File: src/crpg_pkg.sv
// Register map, field layout and shared helpers for the rate and pulse generator block
package crpg_pkg;

	localparam int          RATE_N        = 12;
	localparam int          R_IN          = 0;
	localparam int          R_OUT         = 1;
	localparam int          R_PORT1       = 2;
	localparam int          R_PORT2       = 3;
	localparam int          R_PORT3       = 4;
	localparam int          R_FX          = 5;
	localparam int          R_CORE2       = 6;
	localparam int          R_CORE3       = 7;
	localparam int          R_TONE        = 8;
	localparam int          R_NOISE       = 9;
	localparam int          R_VIBE        = 10;
	localparam int          R_PULSE       = 11;

	// Register indices; the bus byte address is four times the index
	localparam logic [15:0] RATE_IDX [RATE_N] = '{
		16'h0E10, 16'h0E11, 16'h0E12, 16'h0E13, 16'h0E14, 16'h0E00,
		16'h1200, 16'h1300, 16'h0E15, 16'h0E16, 16'h0E17, 16'h0E18};
	localparam logic [15:0] MIX_FIRST_IDX = 16'h0640;
	localparam logic [15:0] MIX_LAST_IDX  = 16'h064F;
	localparam logic [15:0] PULSE_CTRL_IDX = 16'h0030;
	localparam logic [15:0] PULSE_LVL1_IDX = 16'h0031;
	localparam logic [15:0] PULSE_LVL2_IDX = 16'h0032;
	localparam logic [15:0] CLK_BUDGET_IDX = 16'h0E20;
	localparam logic [15:0] ERR_STAT_IDX   = 16'h0E21;

	// Rate-select field, bits 14:11
	localparam int          RATE_LSB      = 11;
	localparam int          RATE_MSB      = 14;
	localparam logic [3:0]  RATE_RST      = 4'h0;
	localparam logic [3:0]  RATE_SYS1     = 4'h0;
	localparam logic [3:0]  RATE_SYS2     = 4'h1;
	localparam logic [3:0]  RATE_SYS3     = 4'h2;
	localparam logic [3:0]  RATE_ALT1     = 4'h8;
	localparam logic [3:0]  RATE_ALT2     = 4'h9;

	// Pulse control register fields
	localparam int          CTRL_EN1_BIT  = 0;
	localparam int          CTRL_EN2_BIT  = 1;
	localparam int          CTRL_OVD1_BIT = 4;
	localparam int          CTRL_OVD2_BIT = 5;
	localparam int          CTRL_CLK_LSB  = 8;
	localparam logic [1:0]  CLK_SEL_RST   = 2'h0;
	localparam logic [7:0]  LVL_RST       = 8'h80;

	// Mixer: source select in 7:0, mixer-active status (any input of the group routed) in bit 15
	localparam int          MIX_STAT_BIT  = 15;
	localparam logic [7:0]  SRC_NONE      = 8'h00;
	localparam logic [7:0]  SRC_MAX       = 8'h5F;
	localparam logic [7:0]  VOL_RST       = 8'h80;

	// Clock sufficiency check
	localparam logic [15:0] PATH_CYCLES   = 16'h0010;
	localparam logic [15:0] BUDGET_RST    = 16'h0080;
	localparam int          ERR_UNDER_BIT = 0;

	localparam logic [7:0]  PULSE_PERIOD_LAST = 8'hFF;

	function automatic logic rate_ok(input logic [3:0] code);
		return (code == RATE_SYS1) || (code == RATE_SYS2) || (code == RATE_SYS3) ||
			(code == RATE_ALT1) || (code == RATE_ALT2);
	endfunction : rate_ok

	// The pulse generators own no source code, so no legal code can route them
	function automatic logic src_ok(input logic [7:0] code);
		return code <= SRC_MAX;
	endfunction : src_ok

endpackage : crpg_pkg

File: src/crpg_mixer.sv
// Four-input mixer producing a pulse duty value from gained audio sources
`timescale 1ns/1ps
module crpg_mixer
	import crpg_pkg::*;
(
	input  wire logic               i_clk_sys,
	input  wire logic               i_arst_n,
	input  wire logic [7:0]         i_sel   [4],
	input  wire logic [7:0]         i_gain  [4],
	input  wire logic signed [15:0] i_audio [4],
	output logic      [7:0]         o_duty
);

	logic signed [25:0] acc;
	logic signed [15:0] sat;

	always_comb
	begin
		acc = '0;
		for (int k = 0; k < 4; k++)
		begin
			// Idle inputs add nothing even if the routing still presents data
			if (i_sel[k] != SRC_NONE)
				acc = acc + 26'(($signed(i_audio[k]) * $signed({1'b0, i_gain[k]})) >>> 7);
		end
		if (acc > 26'sd32767)
			sat = 16'sh7FFF;
		else if (acc < -26'sd32768)
			sat = -16'sh8000;
		else
			sat = acc[15:0];
	end

	always_ff @(posedge i_clk_sys or negedge i_arst_n)
	begin
		if (!i_arst_n)
			o_duty <= LVL_RST;
		else
			o_duty <= {~sat[15], sat[14:8]};
	end

endmodule : crpg_mixer

File: src/crpg_pulse.sv
// One pulse width generator with divided clock and duty source choice
`timescale 1ns/1ps
module crpg_pulse
	import crpg_pkg::*;
(
	input  wire logic       i_clk_sys,
	input  wire logic       i_arst_n,
	input  wire logic       i_enable,
	input  wire logic       i_override,
	input  wire logic [7:0] i_level,
	input  wire logic [7:0] i_mix_duty,
	input  wire logic [1:0] i_clk_sel,
	output logic            o_pwm
);

	logic [7:0] div_q;
	logic [7:0] cnt_q;
	logic [7:0] duty_q;
	logic       tick;

	assign tick = (div_q == 8'((8'h01 << i_clk_sel) - 8'h01));

	always_ff @(posedge i_clk_sys or negedge i_arst_n)
	begin
		if (!i_arst_n)
			div_q <= 8'h00;
		else if (!i_enable || tick)
			div_q <= 8'h00;
		else
			div_q <= div_q + 8'h01;
	end

	// Duty is taken only at period start so a cycle never gets a torn width
	always_ff @(posedge i_clk_sys or negedge i_arst_n)
	begin
		if (!i_arst_n)
		begin
			cnt_q  <= 8'h00;
			duty_q <= 8'h00;
		end
		else if (!i_enable)
		begin
			cnt_q  <= 8'h00;
			duty_q <= 8'h00;
		end
		else if (tick)
		begin
			cnt_q <= cnt_q + 8'h01;
			if (cnt_q == PULSE_PERIOD_LAST)
				duty_q <= i_override ? i_level : i_mix_duty;
		end
	end

	always_ff @(posedge i_clk_sys or negedge i_arst_n)
	begin
		if (!i_arst_n)
			o_pwm <= 1'b0;
		else
			o_pwm <= i_enable && (cnt_q < duty_q);
	end

endmodule : crpg_pulse

File: src/crpg_top.sv
// Sample rate control, pulse generator mixers and APB register file
// Overview of operation
// - Pulse generator outputs are never offered as mixer or processing sources.
// - Pulse generator mixer registers occupy indices 640h through 64Fh.
// - Each pulse generator has its own enable bit switching it.
// - Without override, duty comes from that generator's four-input mixer.
// - With override set, duty is the fixed level register value.
// - Path enables lacking clock budget are refused and raise underclock error.
// - Each mixer shows a readable status bit of actual enablement.
// - Five rate slots: three system clock, two alternate domain.
// - Every path belongs to exactly one of the two clock domains.
// - Input rate field drives microphones; output field drives outputs and loopback.
// - Each of three serial ports has its own rate field.
// - Rate fields in bits 14:11; codes 0,1,2,8,9 legal, others reserved.
// - Each processor core has its own rate field, 4 to 192kHz.
// - Tone, noise, vibe and pulse generators each have own rate field.
`timescale 1ns/1ps
module crpg_top
	import crpg_pkg::*;
(
	input  wire logic               i_clk_sys,
	input  wire logic               i_arst_n,
	input  wire logic               i_psel,
	input  wire logic               i_penable,
	input  wire logic               i_pwrite,
	input  wire logic [15:0]        i_paddr,
	input  wire logic [31:0]        i_pwdata,
	output logic      [31:0]        o_prdata,
	output logic                    o_pready,
	output logic                    o_pslverr,
	input  wire logic signed [15:0] i_mix1_audio [4],
	input  wire logic signed [15:0] i_mix2_audio [4],
	output logic      [7:0]         o_mix1_sel   [4],
	output logic      [7:0]         o_mix2_sel   [4],
	output logic      [3:0]         o_rate_sel   [RATE_N],
	output logic                    o_rate_alt   [RATE_N],
	output logic                    o_pwm1,
	output logic                    o_pwm2,
	output logic                    o_underclock_err
);

	logic [3:0]  rate_q [RATE_N];
	logic [7:0]  src_q  [2][4];
	logic [7:0]  vol_q  [2][4];
	logic [1:0]  en_q;
	logic [1:0]  ovd_q;
	logic [1:0]  clk_sel_q;
	logic [7:0]  lvl_q  [2];
	logic [15:0] budget_q;
	logic        err_q;
	logic [31:0] rdata_q;
	logic        slverr_q;

	logic [15:0] idx;
	logic        setup;
	logic        wr;
	logic        mix_hit;
	logic        mix_grp;
	logic [1:0]  mix_inp;
	logic        mix_vol;
	logic [RATE_N-1:0] rate_hit;
	logic        any_hit;
	logic [3:0]  wr_rate;
	logic [7:0]  wr_src;
	logic [3:0]  active_n;
	logic [15:0] used_cyc;
	logic        path_on;
	logic        refuse;
	logic [1:0]  mix_active;
	logic [7:0]  mix_duty [2];
	logic [31:0] rd_mux;

	assign idx     = {2'b00, i_paddr[15:2]};
	assign setup   = i_psel && !i_penable;
	assign wr      = i_psel && i_penable && i_pwrite;
	assign wr_rate = i_pwdata[RATE_MSB:RATE_LSB];
	assign wr_src  = i_pwdata[7:0];

	assign mix_hit = (idx >= MIX_FIRST_IDX) && (idx <= MIX_LAST_IDX);
	assign mix_grp = i_paddr[5];
	assign mix_inp = i_paddr[4:3];
	assign mix_vol = i_paddr[2];

	always_comb
	begin
		for (int r = 0; r < RATE_N; r++)
			rate_hit[r] = (idx == RATE_IDX[r]);
		any_hit = mix_hit || (|rate_hit) || (idx == PULSE_CTRL_IDX) ||
			(idx == PULSE_LVL1_IDX) || (idx == PULSE_LVL2_IDX) ||
			(idx == CLK_BUDGET_IDX) || (idx == ERR_STAT_IDX);
	end

	// Running paths, each costing a fixed slice of system clock cycles
	always_comb
	begin
		active_n = 4'h0;
		for (int g = 0; g < 2; g++)
			for (int k = 0; k < 4; k++)
				active_n = active_n + {3'b000, src_q[g][k] != SRC_NONE};
		mix_active[0] = |{src_q[0][0], src_q[0][1], src_q[0][2], src_q[0][3]};
		mix_active[1] = |{src_q[1][0], src_q[1][1], src_q[1][2], src_q[1][3]};
	end

	assign used_cyc = 16'(active_n * PATH_CYCLES);
	// A write turns a path on only when it was idle and the new code is nonzero
	assign path_on  = wr && mix_hit && !mix_vol && (wr_src != SRC_NONE) &&
		src_ok(wr_src) && (src_q[mix_grp][mix_inp] == SRC_NONE);
	assign refuse   = path_on && ((used_cyc + PATH_CYCLES) > budget_q);

	always_ff @(posedge i_clk_sys or negedge i_arst_n)
	begin
		if (!i_arst_n)
		begin
			for (int r = 0; r < RATE_N; r++)
				rate_q[r] <= RATE_RST;
		end
		else if (wr)
		begin
			for (int r = 0; r < RATE_N; r++)
				if (rate_hit[r] && rate_ok(wr_rate))
					rate_q[r] <= wr_rate;
		end
	end

	always_comb
	begin
		for (int r = 0; r < RATE_N; r++)
		begin
			o_rate_sel[r] = rate_q[r];
			o_rate_alt[r] = rate_q[r][3];
		end
	end

	always_ff @(posedge i_clk_sys or negedge i_arst_n)
	begin
		if (!i_arst_n)
		begin
			for (int g = 0; g < 2; g++)
				for (int k = 0; k < 4; k++)
				begin
					src_q[g][k] <= SRC_NONE;
					vol_q[g][k] <= VOL_RST;
				end
		end
		else if (wr && mix_hit)
		begin
			if (mix_vol)
				vol_q[mix_grp][mix_inp] <= i_pwdata[7:0];
			else if (src_ok(wr_src) && !refuse)
				src_q[mix_grp][mix_inp] <= wr_src;
		end
	end

	always_ff @(posedge i_clk_sys or negedge i_arst_n)
	begin
		if (!i_arst_n)
		begin
			en_q      <= 2'b00;
			ovd_q     <= 2'b00;
			clk_sel_q <= CLK_SEL_RST;
			lvl_q[0]  <= LVL_RST;
			lvl_q[1]  <= LVL_RST;
			budget_q  <= BUDGET_RST;
		end
		else if (wr)
		begin
			if (idx == PULSE_CTRL_IDX)
			begin
				en_q      <= {i_pwdata[CTRL_EN2_BIT], i_pwdata[CTRL_EN1_BIT]};
				ovd_q     <= {i_pwdata[CTRL_OVD2_BIT], i_pwdata[CTRL_OVD1_BIT]};
				clk_sel_q <= i_pwdata[CTRL_CLK_LSB +: 2];
			end
			if (idx == PULSE_LVL1_IDX)
				lvl_q[0] <= i_pwdata[7:0];
			if (idx == PULSE_LVL2_IDX)
				lvl_q[1] <= i_pwdata[7:0];
			if (idx == CLK_BUDGET_IDX)
				budget_q <= i_pwdata[15:0];
		end
	end

	// sticky error, set wins over clear
	always_ff @(posedge i_clk_sys or negedge i_arst_n)
	begin
		if (!i_arst_n)
			err_q <= 1'b0;
		else if (refuse)
			err_q <= 1'b1;
		else if (wr && (idx == ERR_STAT_IDX) && i_pwdata[ERR_UNDER_BIT])
			err_q <= 1'b0;
	end

	assign o_underclock_err = err_q;

	always_comb
	begin
		rd_mux = 32'h0000_0000;
		for (int r = 0; r < RATE_N; r++)
			if (rate_hit[r])
				rd_mux[RATE_MSB:RATE_LSB] = rate_q[r];
		if (mix_hit)
		begin
			if (mix_vol)
				rd_mux[7:0] = vol_q[mix_grp][mix_inp];
			else
			begin
				rd_mux[7:0] = src_q[mix_grp][mix_inp];
				rd_mux[MIX_STAT_BIT] = mix_active[mix_grp];
			end
		end
		if (idx == PULSE_CTRL_IDX)
		begin
			rd_mux[CTRL_EN1_BIT]       = en_q[0];
			rd_mux[CTRL_EN2_BIT]       = en_q[1];
			rd_mux[CTRL_OVD1_BIT]      = ovd_q[0];
			rd_mux[CTRL_OVD2_BIT]      = ovd_q[1];
			rd_mux[CTRL_CLK_LSB +: 2]  = clk_sel_q;
		end
		if (idx == PULSE_LVL1_IDX)
			rd_mux[7:0] = lvl_q[0];
		if (idx == PULSE_LVL2_IDX)
			rd_mux[7:0] = lvl_q[1];
		if (idx == CLK_BUDGET_IDX)
			rd_mux[15:0] = budget_q;
		if (idx == ERR_STAT_IDX)
			rd_mux[ERR_UNDER_BIT] = err_q;
	end

	// Read data is captured in the setup cycle so the access phase needs no wait
	always_ff @(posedge i_clk_sys or negedge i_arst_n)
	begin
		if (!i_arst_n)
		begin
			rdata_q  <= 32'h0000_0000;
			slverr_q <= 1'b0;
		end
		else if (setup)
		begin
			rdata_q  <= i_pwrite ? 32'h0000_0000 : rd_mux;
			slverr_q <= !any_hit;
		end
	end

	assign o_prdata  = rdata_q;
	assign o_pready  = i_psel && i_penable;
	assign o_pslverr = i_psel && i_penable && slverr_q;

	always_comb
	begin
		for (int k = 0; k < 4; k++)
		begin
			o_mix1_sel[k] = src_q[0][k];
			o_mix2_sel[k] = src_q[1][k];
		end
	end

	crpg_mixer u_mix1 (
		.i_clk_sys (i_clk_sys),
		.i_arst_n  (i_arst_n),
		.i_sel     (src_q[0]),
		.i_gain    (vol_q[0]),
		.i_audio   (i_mix1_audio),
		.o_duty    (mix_duty[0])
	);

	crpg_mixer u_mix2 (
		.i_clk_sys (i_clk_sys),
		.i_arst_n  (i_arst_n),
		.i_sel     (src_q[1]),
		.i_gain    (vol_q[1]),
		.i_audio   (i_mix2_audio),
		.o_duty    (mix_duty[1])
	);

	// Output freezes if the system clock stops, hence software must disable first
	crpg_pulse u_pulse1 (
		.i_clk_sys  (i_clk_sys),
		.i_arst_n   (i_arst_n),
		.i_enable   (en_q[0]),
		.i_override (ovd_q[0]),
		.i_level    (lvl_q[0]),
		.i_mix_duty (mix_duty[0]),
		.i_clk_sel  (clk_sel_q),
		.o_pwm      (o_pwm1)
	);

	crpg_pulse u_pulse2 (
		.i_clk_sys  (i_clk_sys),
		.i_arst_n   (i_arst_n),
		.i_enable   (en_q[1]),
		.i_override (ovd_q[1]),
		.i_level    (lvl_q[1]),
		.i_mix_duty (mix_duty[1]),
		.i_clk_sel  (clk_sel_q),
		.o_pwm      (o_pwm2)
	);

endmodule : crpg_top

File: config.mk
export PLATFORM = sky130hd
export DESIGN_NAME = crpg_top
export DESIGN_NICKNAME = d
export VERILOG_FILES = /design/src/crpg_pkg.sv /design/src/crpg_mixer.sv /design/src/crpg_pulse.sv /design/src/crpg_top.sv
export SDC_FILE = /design/constraint.sdc
export NUM_CORES = 2
export LEC_CHECK = 0
export BUFFER_PORTS_ARGS = -buffer_cell sky130_fd_sc_hd__buf_2
export CORE_MARGIN = 3
export CORE_UTILIZATION = 40
export DETAILED_ROUTE_END_ITERATION = 10
export SETUP_SLACK_MARGIN = 0.3
export SLEW_MARGIN = 20
export SYNTH_ARGS = -nofsm -noshare
export SYNTH_HDL_FRONTEND = slang
export SYNTH_SLANG_ARGS = --single-unit
File: constraint.sdc
create_clock -name i_clk_sys -period 17 [get_ports i_clk_sys]
set_clock_uncertainty 0.2 [all_clocks]
set_input_delay 1.7 -clock i_clk_sys [delete_from_list [all_inputs] [get_ports i_clk_sys]]
set_output_delay 1.7 -clock i_clk_sys [all_outputs]
set_load 0.02 [all_outputs]
==> results.md <==
- Peak supply drop: ~0.000056 V
- Placed cells: 8489
- Share of power burned in registers: ~42%
- Vias: 44961
- WHS: 264 ps
- Critical path's slowest cell: fa_1
- Final std cells w/o fill: ~8600
- Yosys top cell by area: fa_1
- Net Sw Frac: between 20% and 30%
- Via count of the first global-routing pass: 46802
- Post-synth EDFFs: 0
- DR DRC count: 0
- Tcrit/Tclk final: around 72%
- First-pass GRT wire length: 259 mm
- Crit path max fanout: 8
- Power Dens Cells: 27.2 nW/um^2
- Ys async rst share: 100%
- Warnings from Yosys: 0
- CTS tree: yes
- P&R area growth vs syn: 8.04%
- Total power: 1.69 mW
- Root Driver: clkbuf_16
- Commonest cells after routing, fill and taps aside: inv_1 (1136), fa_1 (818), nand2_1 (732), and2_1 (597), ha_1 (532)
- Setup TNS Final: 0 ps
- Largest cells by area after synthesis: fa_1 (29%), dfrtp_1 (12%), ha_1 (12%)
- Transition time of the tightest slew-check pin: between 1000 and 1500 ps
- Die Y: between 300 and 400 um
- DIE WIDTH: 385 um
- GRT Total Usage: 22.0%
- Starting Density: 40.4%
- Final WL: 161 mm
- Clock Tree Buf Depth: 3
- Port Buf Inserts: roughly 310
- Synth Register Bits: 298
- Area of the multi-input gates: 44700 um^2
- Hold Path Origin: o_prdata[2]
- Yosys cell types: 102
- # rows: 138
- # fillers: 14134
- Share of cells above drive strength 1: 10.2%
- Unrepaired setup endpoints after global routing: false
- Vias per cell: between 5 and 6
- Hold Buf Count CTS: 0
- Arrival @ worst endpoint: roughly 13000 ps
- Routed WL per cell: about 19 um
- Clock power frac: 50.3%
- Most common cell after layout, fill and taps aside: inv_1
- Final hold vios: 0
- Reg clk slew, reported paths: 60 ps
- Post-Syn Instances: 6465
- Post-route design area: 62000 um^2
- HP Class: register to register
- Main synth FF type: dfrtp_1
- Post-CTS setup buffers: 0
- Fmax: about 81 MHz
- Die area: 148000 um^2
- Max stage delay on crit path: 580 ps
- Clock latency on the worst-skew pair: around 570 ps
- Layout Nets: 8170
- H-tree depth: 2
- WP data required: about 17000 ps
- Internal cell power: 1.25 mW
- Startpoint types: primary input
- Hpwl dp: 134 mm
- Post-CTS Resized: 0
- Yosys top cell area share: 28.6%
- Worst setup path start: i_mix2_audio[55]
- Switching power: 0.432 mW
- Worst r2r src: vol_q[24]
- Gr ovfl total: 0
- Crit Path Class: primary input to register
- Top cell by count, worst path: a21oi_1
- Reg area: 7470 um^2
- IO Pins: 342
- Synthesized area per cell: 8.87 um^2
- Drt pass-1 iters: 6
- Final Max Slew Viols: 0
- Rel. slew slack: a little over a fifth
- Final count of negative-setup-slack endpoints: 0
- Minimum clock period after layout: 12320 ps
- Initial antenna violation count: 24
- CP endpoint kind: register
- Outcome: complete, no violations
- Max Cap Viol: 0
- Post-route ant nets: 0
- Leak Pwr: 33.7 nW
- Largest net degree at the start of global routing: about 110
- Sink Count: 298
- Final GP Congestion: around 0.94
- Placement Cell Area: approximately 60000 um^2
- Sequential fraction of the synthesis area: 13.0%
- Core Area: 142000 um^2
- Comb power frac: 7.5%
- Cell area after synthesis: 57300 um^2
- Delay-heaviest family, CP: compound AO/OA/AOI/OAI gates
- Num CTS Buffers: 37
- Worst path bufs/invs: 5
- Detailed Route Iter0 Violations: between 2000 and 2500
## layer usage
metal,share of wire (%),track usage (%),up-vias
met5,0.026,0,-
met4,2.9,5.98,6
met3,6.9,4.04,205
met2,46,36.2,1057
met1,44,29.6,22554
li1,-,-,21139
## metrics by stage
step           setup WS [ps]  util (%)
3_5_place_dp            4140      42.7
5_1_grt                 3940      43.6
6_report                4680      43.6
2_1_floorplan           5710         -
3_3_place_gp            4190      42.7
4_1_cts                 4660      43.6
## worst reg2reg max path, delay by kind of cell (launching register included)
kind | cells | cell delay [ps]
flops | 1 | 820
simple gates | 4 | 1170
fa+ha+maj | 8 | 3460
buf+inv | 4 | 230
xor+xnor | 5 | 640
mux | 2 | 500
compound gates | 22 | 4750
## state kept, by name, summed over array words and instances (netlist names), 2 cells and up
| signal | count |
|---|---|
| vol_q | 64 |
| o_rate_sel | 36 |
| o_mix1_sel | 32 |
| o_mix2_sel | 32 |
| budget_q | 16 |
| lvl_q | 16 |
| o_prdata | 16 |
| o_rate_alt | 12 |
| u_mix1.o_duty | 8 |
| u_mix2.o_duty | 8 |
| u_pulse1.cnt_q | 8 |
| u_pulse1.div_q | 8 |
| u_pulse1.duty_q | 8 |
| u_pulse2.cnt_q | 8 |
| u_pulse2.div_q | 8 |
| u_pulse2.duty_q | 8 |
| clk_sel_q | 2 |
| en_q | 2 |
| ovd_q | 2 |
## power by group through the flow
stage | Sequential (mW) | Clock, mW | Combinational (mW)
floorplan | 0.723 | 0 | 0.0389
global placement | 0.724 | 0 | 0.126
detailed placement | 0.724 | 0 | 0.127
CTS | 0.711 | 0.863 | 0.127
global route | 0.711 | 0.893 | 0.138
finish | 0.711 | 0.848 | 0.127
## cell usage after synthesis (all sizes together), types with 32 or more instances
library cell  count
a21o             93
a21oi           251
a31oi            32
and2            598
and3             39
buf              61
clkbuf          162
dfrtp           285
fa              818
ha              532
inv            1136
mux2            201
mux2i            55
nand2           733
nand2b           34
nand3            50
nor2            247
nor2b            54
nor3             90
nor4             37
o21a             60
o21ai           188
o31ai            34
xnor2           183
xor2             84
## layout make-up
cell class	count	area share, %
repair buffers	343	2.93
inverters	1139	6.90
clock inverters	17	0.410
clock buffers	49	1.70
diodes	11	0.0444
well taps	1890	3.82
flip-flops and latches	298	12.1
multi-input cells	4820	72.1
## path summary, 6_finish.rpt
check,endpoint,slack (ps),depth (start not counted)
setup / recovery,u_mix2.o_duty[2],4680,46
hold / removal,o_prdata[2],260,2
setup reg to reg,u_mix2.o_duty[2],5120,45
hold reg to reg,o_prdata[2],260,2
max in group asynchronous,o_mix2_sel[22],13510,3
min in group asynchronous,o_rate_alt[5],1000,1
## cell families after synthesis
group                      after synthesis  share of synthesized area, %
xor gates and xnor gates               270                          4.20
buffers and inverters                 1362                          9.15
muxes                                  266                          5.30
and+or+nand+nor                       1995                          17.4
adders and majority gates             1350                          40.2
AOI/OAI and AO/OA                      923                          10.8
other                                    1                       0.00654
DFF                                    298                          13.0
No activity file was read; power rests on OpenSTA's default activity.
